===== src/viar_map.svh =====
`ifndef VIAR_MAP_SVH
`define VIAR_MAP_SVH
// Vector byte width and the bit that always reads as zero
`define VIAR_VEC_W          8
`define VIAR_VEC_LSB        0
// Reset values of the two vector registers
`define VIAR_VEC1_RST       8'h00
`define VIAR_VEC2_RST       8'h00
// Restart opcode handed out in restart-opcode mode (lowest restart)
`define VIAR_RST_OPCODE     8'hc7
`endif


===== src/viar_pkg.sv =====
// ----------------------------------------
// Types of the vectored acknowledge responder
// ----------------------------------------
package viar_pkg;
    // Acknowledge answer style
    typedef enum logic [1:0] {
        VIAR_ANS_VECTOR,
        VIAR_ANS_RESTART
    } viar_ans_e;
    // Acknowledge sequence states
    typedef enum logic [1:0] {
        VIAR_IDLE,
        VIAR_ANNOUNCED,
        VIAR_DRIVE,
        VIAR_SERVICE
    } viar_state_e;
    // Data byte type
    typedef logic [7:0] viar_byte_t;
endpackage


===== src/viar_responder.sv =====
// Overview of operation
// - Restart mode answers acknowledge with restart opcode.
// - Service need in chain mode asserts request.
// - Low chain enable input blocks all requests.
// - Acknowledge announces next cycle is acknowledge read.
// - Device drives one vector register on bus.
// - Vector least significant bit always reads zero.
// - Chain output high only if input high, idle.
// - Chain output stays low until clear-in-service.
// - Reset gives plain mode; command sets chain mode.
`timescale 1ns/1ns
`default_nettype none
`include "viar_map.svh"
module viar_responder (
    input  wire logic              sys_clk,
    input  wire logic              srst,
    input  wire logic              service_req,
    input  wire logic              vector_select,
    input  wire viar_pkg::viar_ans_e answer_style,
    input  wire logic              set_chain_mode_cmd,
    input  wire logic              clear_in_service_cmd,
    input  wire logic              vec_wr_one,
    input  wire logic              vec_wr_two,
    input  wire viar_pkg::viar_byte_t vec_wr_data,
    input  wire logic              ack_in_n,
    input  wire logic              chain_enable_in,
    output logic                   irq_out_n,
    output logic                   chain_enable_out,
    output logic                   chain_mode,
    output logic                   in_service,
    output viar_pkg::viar_byte_t   data_out,
    output logic                   data_oe
);
    import viar_pkg::*;

    // ----------------------------------------
    // Pin synchronisers
    // ----------------------------------------
    logic [2:0] ack_sync_r;                // Acknowledge, three stages
    logic [2:0] ack_sync_nxt;
    logic [2:0] iei_sync_r;                // Chain enable in, three stages
    logic [2:0] iei_sync_nxt;
    logic       ack_stable_r;              // Filtered acknowledge level (high = asserted)
    logic       ack_stable_nxt;
    logic       iei_stable_r;              // Filtered chain enable level
    logic       iei_stable_nxt;

    // Next values of the synchronisers
    always_comb begin
        ack_sync_nxt = {ack_sync_r[1:0], ~ack_in_n};
        iei_sync_nxt = {iei_sync_r[1:0], chain_enable_in};
        ack_stable_nxt = ack_stable_r;
        iei_stable_nxt = iei_stable_r;
        // Change counts when stages two and three agree
        if (ack_sync_r[1] == ack_sync_r[2]) begin
            ack_stable_nxt = ack_sync_r[2];
        end
        if (iei_sync_r[1] == iei_sync_r[2]) begin
            iei_stable_nxt = iei_sync_r[2];
        end
    end

    // Register the synchronisers
    always_ff @(posedge sys_clk) begin
        if (srst) begin
            ack_sync_r   <= 3'h0;
            iei_sync_r   <= 3'h0;
            ack_stable_r <= 1'b0;
            iei_stable_r <= 1'b0;
        end else begin
            ack_sync_r   <= ack_sync_nxt;
            iei_sync_r   <= iei_sync_nxt;
            ack_stable_r <= ack_stable_nxt;
            iei_stable_r <= iei_stable_nxt;
        end
    end

    // ----------------------------------------
    // Vector registers and mode
    // ----------------------------------------
    viar_byte_t  vec_one_r;                // vector_reg_one
    viar_byte_t  vec_one_nxt;
    viar_byte_t  vec_two_r;                // vector_reg_two
    viar_byte_t  vec_two_nxt;
    logic        chain_mode_r;             // Vectored chain mode active
    logic        chain_mode_nxt;
    viar_state_e state_r;                  // Acknowledge sequence
    viar_state_e state_nxt;
    logic        ack_seen_r;               // Delayed filtered acknowledge
    logic        irq_r;                    // Request pin, active low
    logic        irq_nxt;
    logic        ieo_r;                    // Chain enable out
    logic        ieo_nxt;
    viar_byte_t  dout_r;                   // Bus byte
    viar_byte_t  dout_nxt;
    logic        oe_r;                     // Bus drive enable
    logic        oe_nxt;
    logic        in_service_r;             // Acknowledge taken, not yet cleared
    logic        in_service_nxt;
    logic        ack_rise;                 // Acknowledge just asserted
    logic        want_irq;                 // Request allowed this cycle

    // Answer byte for the selected register
    function automatic viar_byte_t answer_byte(input viar_ans_e style, input logic sel,
                                               input viar_byte_t v1, input viar_byte_t v2);
        viar_byte_t v;
        v = sel ? v2 : v1;
        if (style == VIAR_ANS_RESTART) begin
            answer_byte = `VIAR_RST_OPCODE;
        end else begin
            answer_byte = {v[7:1], 1'b0};
        end
    endfunction

    assign ack_rise = ack_stable_r & ~ack_seen_r;
    assign want_irq = chain_mode_r & service_req & iei_stable_r & (state_r == VIAR_IDLE);

    // Next values of mode, sequence and pins
    always_comb begin
        vec_one_nxt    = vec_wr_one ? vec_wr_data : vec_one_r;
        vec_two_nxt    = vec_wr_two ? vec_wr_data : vec_two_r;
        chain_mode_nxt = chain_mode_r | set_chain_mode_cmd;
        state_nxt      = state_r;
        dout_nxt       = 8'h00;
        oe_nxt         = 1'b0;
        case (state_r)
            // Waiting for a need; acknowledge in plain mode ignored
            VIAR_IDLE: begin
                if (chain_mode_r && ack_rise && service_req && iei_stable_r) begin
                    state_nxt = VIAR_ANNOUNCED;
                end
            end
            // Next cycle is the acknowledge read
            VIAR_ANNOUNCED: begin
                state_nxt = VIAR_DRIVE;
                dout_nxt  = answer_byte(answer_style, vector_select, vec_one_r, vec_two_r);
                oe_nxt    = 1'b1;
            end
            // Hold the byte while acknowledge stays asserted
            VIAR_DRIVE: begin
                if (ack_stable_r) begin
                    dout_nxt = dout_r;
                    oe_nxt   = 1'b1;
                end else begin
                    state_nxt = VIAR_SERVICE;
                end
            end
            // In service until software clears it
            VIAR_SERVICE: begin
                if (clear_in_service_cmd) begin
                    state_nxt = VIAR_IDLE;
                end
            end
            default: begin
                state_nxt = VIAR_IDLE;
            end
        endcase
        in_service_nxt = (state_nxt != VIAR_IDLE);
        irq_nxt = ~want_irq;
        ieo_nxt = iei_stable_r & ~want_irq & (state_nxt == VIAR_IDLE) &
                  (state_r == VIAR_IDLE);
        if (!chain_mode_r) begin
            ieo_nxt = 1'b0;
        end
    end

    // Register mode, sequence and pins
    always_ff @(posedge sys_clk) begin
        if (srst) begin
            vec_one_r    <= `VIAR_VEC1_RST;
            vec_two_r    <= `VIAR_VEC2_RST;
            chain_mode_r <= 1'b0;
            state_r      <= VIAR_IDLE;
            ack_seen_r   <= 1'b0;
            irq_r        <= 1'b1;
            ieo_r        <= 1'b0;
            dout_r       <= 8'h00;
            oe_r         <= 1'b0;
            in_service_r <= 1'b0;
        end else begin
            vec_one_r    <= vec_one_nxt;
            vec_two_r    <= vec_two_nxt;
            chain_mode_r <= chain_mode_nxt;
            state_r      <= state_nxt;
            ack_seen_r   <= ack_stable_r;
            irq_r        <= irq_nxt;
            ieo_r        <= ieo_nxt;
            dout_r       <= dout_nxt;
            oe_r         <= oe_nxt;
            in_service_r <= in_service_nxt;
        end
    end

    // Outputs straight from flip-flops
    assign irq_out_n        = irq_r;
    assign chain_enable_out = ieo_r;
    assign chain_mode       = chain_mode_r;
    assign in_service       = in_service_r;
    assign data_out         = dout_r;
    assign data_oe          = oe_r;

    // ----------------------------------------
    // Assertions
    // ----------------------------------------
    AST_IRQ_NEEDS_IEI: assert property (@(posedge sys_clk) disable iff (srst)
        !irq_r |-> $past(iei_stable_r))
        else $error("request asserted while chain enable low");
    AST_IRQ_ON_NEED: assert property (@(posedge sys_clk) disable iff (srst)
        want_irq |=> !irq_r)
        else $error("request missing for service need");
    AST_IEO_LOW_WHEN_REQ: assert property (@(posedge sys_clk) disable iff (srst)
        !irq_r |-> !ieo_r)
        else $error("chain out high while requesting");
    AST_IEO_NEEDS_IEI: assert property (@(posedge sys_clk) disable iff (srst)
        ieo_r |-> $past(iei_stable_r))
        else $error("chain out high without chain in");
    AST_IEO_HOLD_SERVICE: assert property (@(posedge sys_clk) disable iff (srst)
        (state_r == VIAR_SERVICE && !clear_in_service_cmd) |=> !ieo_r)
        else $error("chain out rose before clear");
    AST_DRIVE_AFTER_ACK: assert property (@(posedge sys_clk) disable iff (srst)
        (state_r == VIAR_IDLE && state_nxt == VIAR_ANNOUNCED) |-> ##2 oe_r)
        else $error("vector not driven two cycles after acknowledge");
    AST_OE_ONLY_ACK: assert property (@(posedge sys_clk) disable iff (srst)
        oe_r |-> $past(ack_stable_r))
        else $error("bus driven outside acknowledge");
    AST_LSB_ZERO: assert property (@(posedge sys_clk) disable iff (srst)
        (oe_r && answer_style == VIAR_ANS_VECTOR && $stable(answer_style)) |-> !dout_r[0])
        else $error("vector lsb not zero");
    AST_PLAIN_AFTER_RESET: assert property (@(posedge sys_clk) disable iff (srst)
        $past(srst) |-> !chain_mode_r)
        else $error("chain mode set after reset");
    AST_VECTOR_VALUE: assert property (@(posedge sys_clk) disable iff (srst)
        (state_r == VIAR_ANNOUNCED && answer_style == VIAR_ANS_VECTOR && !vector_select)
        |=> dout_r == {$past(vec_one_r[7:1]), 1'b0})
        else $error("wrong vector byte");

    COV_REQUEST: cover property (@(posedge sys_clk) disable iff (srst) $fell(irq_r));
    COV_ACK_READ: cover property (@(posedge sys_clk) disable iff (srst) $rose(oe_r));
    COV_CLEAR: cover property (@(posedge sys_clk) disable iff (srst)
        state_r == VIAR_SERVICE && clear_in_service_cmd);
endmodule
`default_nettype wire


===== config.mk =====
export PLATFORM = sky130hd
export DESIGN_NAME = viar_responder
export DESIGN_NICKNAME = d
export VERILOG_FILES = /design/src/viar_pkg.sv /design/src/viar_responder.sv
export VERILOG_INCLUDE_DIRS = /design/src
export SDC_FILE = /design/constraint.sdc
export NUM_CORES = 1
export LEC_CHECK = 0
export CORE_ASPECT_RATIO = 1.2
export CORE_UTILIZATION = 40
export DETAILED_ROUTE_END_ITERATION = 10
export DONT_BUFFER_PORTS = 1
export PLACE_DENSITY = 0.62
export SLEW_MARGIN = 20
export SYNTH_ARGS = -nofsm -noshare
export SYNTH_HDL_FRONTEND = slang
export SYNTH_SLANG_ARGS = --single-unit

===== constraint.sdc =====
create_clock -name sys_clk -period 2.28 [get_ports sys_clk]
set_input_delay 0.342 -clock sys_clk [delete_from_list [all_inputs] [get_ports sys_clk]]
set_output_delay 0.342 -clock sys_clk [all_outputs]
set_load 0.005 [all_outputs]

# Word-level counts from Yosys, hierarchy flattened

Cells that the tools add are included.

Eq/ne operators: 7
Mux-type cells: 10
Reductions and logical operators: 7
Bitwise gates (word level): 12

Operators by type and width:

| kind               | number |
|---|---|
| $mux 8             | 3 |
| $pmux 8 s2         | 1 |
| $pmux 2 s4         | 1 |
| $and 1x1->1        | 7 |
| $mux 2             | 3 |
| $eq 2x1->1 const B | 2 |
| $eq 2x2->1 const B | 2 |
| $logic_not 2->1    | 2 |
| $not 1->1          | 4 |
| $logic_and 1x1->1  | 3 |
| $eq 1x1->1         | 2 |
| $ne 2x2->1 const B | 1 |
| $pmux 1 s2         | 1 |
| $reduce_bool 2->1  | 1 |
| $reduce_or 2->1    | 1 |
| $mux 1             | 1 |
| $or 1x1->1         | 1 |

Bits of input ports: 20
Logic and storage cells: 50
Flip-flop bits (word level): 40
Output and inout port bits: 13

# Logic depth before layout (Yosys ltp)

Depth after elaboration: 10
Depth in mapped cells: 7
Depth with buffers taken out: 6

# Worst setup path before layout

Ideal clock, no wire load.

Path type: reg2reg
Start: register state_r[0]
End: register dout_r[3], in the netlist data_out[3]
Setup slack: 865 ps
Library setup time: 70 ps
Cell stages (with the launch flop): 6
Arrival time: 1345 ps
Path buffers: 0
Cells stage by stage: dfxtp_1 inv_1 ha_1 and2_4 or3_1 a21oi_1

Word-level cells in the longest chain between the ends: 2

RTL lines:

| item                                     | line                  | RTL |
|---|---|---|
| from (decl)                              | viar_responder.sv:87  | `viar_state_e state_r;` |
| from (signal assigned)                   | viar_responder.sv:184 | `state_r <= state_nxt;` |
| $eq 2x2->1 or $eq 2x1->1 (tied branches) | viar_responder.sv:126 | `case (state_r)` |
| $pmux 8 s2 or $ne 2x2->1 (tied branches) | -                     |  |
| to (signal assigned)                     | viar_responder.sv:188 | `dout_r <= dout_nxt;` |
| to (decl)                                | viar_responder.sv:94  | `viar_byte_t dout_r;` |

Several ways; a longest one is shown, not always the timed one.
A chain may end at the register's enable or synchronous reset.

# Worst setup path after layout

Same ends and word-level chain as after synthesis.

==> qor.log <==
INFO  timing         finalWorstSetupSlack=0.648ns
INFO  global_routing largest_net_degree_at_the_start_of_global_routing=38
INFO  yosys          synth_fp_nets=180
INFO  global_routing via_count_of_the_first_global_routing_pass=1003
INFO  critical_path  worst_setup_path_start_kind=flop
INFO  finish         drive_above_1_share=8.44%
INFO  clock_tree     number_of_cts_inserted_buffers=5
INFO  yosys          synth_area_per_cell=9.76squm
INFO  global_routing grt_overflow_total=0
INFO  timing         layout_min_cycle_time=1.63ns
INFO  drt            drc=0
INFO  timing         final.setup.tns=0ns
INFO  yosys          synthesis.area=0.00151sqmm
INFO  worst_hold_path hp-start=ack_in_n
INFO  drt            routedWlPerCell=12.9um
INFO  critical_path  reg2reg_setup_slack=0.65ns
INFO  clock_tree     clk_latency=0.29ns
INFO  timing         timing.final.max_slew_violations=0
INFO  worst_hold_path hp-class=in2reg
INFO  worst_hold_path min_delay_worst_endpoint=ack_sync_r[0]
INFO  floorplanning  initial_utilization=41.6%
INFO  drt            route.detailed.vias_per_inst=4.88
INFO  placed_design  gpl.final_weighted_congestion=0.780
INFO  clock_tree     clock_path_buffers=2
INFO  timing         tightestPinTransition=0.303ns
INFO  global_routing antenna_found_initial=0
INFO  drt            num_vias=1006
INFO  critical_path  ff2ff_path_depth=5
INFO  yosys          synth_flop_cell=dfxtp_1
INFO  timing         grt_setup_unrepaired=no
INFO  yosys          ys_async_sr_fraction=0%
INFO  global_routing track_usage=14.9%
INFO  timing         finalCritPeriodShare=71.6%
INFO  timing         clock.fmax=613MHz
INFO  clock_tree     cts_hold_buffers=0
INFO  clock_tree     postCtsSetupBuffers=0
INFO  floorplanning  num_io_pins=33
INFO  drt            drt_first_iter_violations=67
INFO  placed_design  portBuffers=0
INFO  floorplanning  die-area=0.00403sqmm
INFO  power_and_ir_drop worst_vdd_drop=0.355mV
INFO  power_and_ir_drop p_leak=0.671nW
INFO  drt            first_pass_iteration_count_of_the_detailed_router=4
INFO  drt            finalWirelength=2670um
INFO  placed_design  placement_stage_worst_setup_slack=0.695ns
INFO  finish         layout-area-overhead-vs-synth=7.28%
INFO  critical_path  worstPathMaxFanout=13
INFO  worst_hold_path min_path_cells=1
INFO  power_and_ir_drop pwr_density_cell=808mW/mm^2
INFO  placed_design  dpl-instance-area=0.00151sqmm
INFO  critical_path  worst_setup_path_end_kind=flop
INFO  placed_design  place_inst=198
INFO  finish         nNetsFinal=178
INFO  clock_tree     clock_tree_sinks=38
INFO  clock_tree     clock_tree_from_tritoncts=yes
INFO  yosys          synthDistinctLibCells=27
INFO  outcome        status=finished clean
INFO  job            max_cap_violations=0
INFO  yosys          synth_enable_flop_cells=0
INFO  floorplanning  core-area=0.00363sqmm
INFO  floorplanning  chipWidth=58.1um
INFO  yosys          yosys_warnings=0
INFO  finish         final_cells=206
INFO  floorplanning  placementRows=24
INFO  timing         finalClockSkew=0.00386ns
INFO  yosys          post_synthesis_register_bit_count=38
INFO  finish         antennaDiodeCount=0
INFO  critical_path  arrival=1.85ns
INFO  timing         final_hold_viol_count=0
INFO  critical_path  critPathRequiredTime=2.50ns
INFO  timing         max_slew_margin=79.8%
INFO  clock_tree     clk_pin_slew=0.07ns
INFO  timing         timing.hold.ws=0.114ns
INFO  global_routing first_pass_grt_wire_length=4590um
INFO  yosys          synth.yosys.seq_area_share=50.3%
INFO  floorplanning  fp.dieH=69.4um
INFO  placed_design  detailed_place_hpwl=1910um
INFO  finish         final_cell_area=0.00162sqmm
INFO  clock_tree     cts_root_buffer=clkbuf_8
INFO  drt            final_ant_viol_nets=0
INFO  clock_tree     cts_h_tree_depth=2
INFO  critical_path  rr_endpoint=data_out[3]
INFO  clock_tree     cts-resized-gates=0
INFO  timing         setup-violations-final=0
INFO  critical_path  crit_type=reg2reg
INFO  critical_path  critical_path.reg2reg.startpoint=state_r[0]
INFO  yosys          syn-instance-count=155
==> final cells by class <==
| cell class | count | area [sq um] |
|---|---|---|
| clock buffers | 5 | 68.8 |
| clock inverters | 3 | 40.0 |
| fillers | 347 | 2010 |
| inverters | 2 | 7.51 |
| multi-input cells | 106 | 681 |
| flip-flops and latches | 38 | 761 |
| well taps | 52 | 65.1 |
==> flip-flops by register name, indices dropped and copies added, names as in the netlist <==
register,flops
state_r,2
vec_two_r,7
vec_one_r,7
chain_enable_out,1
ack_seen_r,1
iei_stable_r,1
in_service,1
iei_sync_r,3
irq_out_n,1
ack_sync_r,3
chain_mode,1
ack_stable_r,1
data_oe,1
data_out,8
==> cells by family after synthesis <==
logic type	Yosys count	share of synthesized area, %
DFF	38	50.3
adders and majority gates	5	4.14
AOI/OAI and AO/OA	18	7.53
and+or+nand+nor	62	19.4
buffers and inverters	11	4.71
muxes	21	13.9
==> through the flow <==
step           util (%)  total power, mW
2_1_floorplan         -            0.788
3_3_place_gp       41.7            0.775
3_5_place_dp       41.7            0.780
4_1_cts            44.7             1.33
5_1_grt            44.7             1.37
6_report           44.7             1.31
==> where the power goes <==
part | switching, mW | internal [mW] | total [mW]
sequential | 0.0140 | 0.688 | 0.702
clock | 0.225 | 0.322 | 0.547
combinational | 0.0276 | 0.0347 | 0.0623
total | 0.267 | 1.04 | 1.31
==> cell usage in the layout (no fill, tap or decap), drive strengths merged <==
master   n
nor3b    1
or3      3
nand3    6
inv      2
ha       5
and2     1
nor2b    9
mux2i   21
dfxtp   38
nor2    23
bufinv   1
a211oi   1
a22oi    1
nand2   15
and3     1
a21oi   10
nand4    1
clkbuf   5
o21ai    3
o22ai    1
nand2b   2
o22a     2
clkinv   2
==> critical path, cell delays in order, from the launching register on <==
cell and delay (ns):
dfxtp_1 0.43, inv_1 0.12, ha_1 0.27, and2_4 0.22
or3_1 0.37, a21oi_1 0.15
==> synthesized netlist by cell type, types with 2 or more instances <==
cell | instances | share of area [%]
nor2b_1 | 9 | 3.7
o22a_1 | 2 | 1.2
ha_1 | 5 | 4.1
clkbuf_1 | 2 | 0.50
a21oi_1 | 10 | 3.3
inv_1 | 2 | 0.50
o21ai_0 | 2 | 0.66
nand3_1 | 6 | 2.0
dfxtp_1 | 38 | 50
buf_6 | 3 | 2.2
mux2i_1 | 21 | 14
nand2_1 | 14 | 3.5
buf_2 | 3 | 0.99
nor2_1 | 23 | 5.7
or3_1 | 3 | 1.2
==> metal layers <==
| metal | GRT usage (%) | part of all wire [%] |
|---|---|---|
| met3 | 6.72 | 8.1 |
| met2 | 22.2 | 46 |
| met1 | 18.6 | 44 |
| met4 | 5.56 | 1.6 |
| met5 | 0 | 0 |
==> worst max-delay path by stage <==
stage	from	endpoint	slack, ns	cells after the start
4_1_cts	state_r[0]	data_out[3]	0.65	5
2_1_floorplan	state_r[0]	data_out[3]	0.87	5
6_report	state_r[0]	data_out[3]	0.65	5
3_5_place_dp	state_r[0]	data_out[4]	0.70	5
3_3_place_gp	state_r[0]	data_out[3]	0.76	5
5_1_grt	state_r[0]	data_out[4]	0.57	5
No activity file was read; power rests on OpenSTA's default activity.
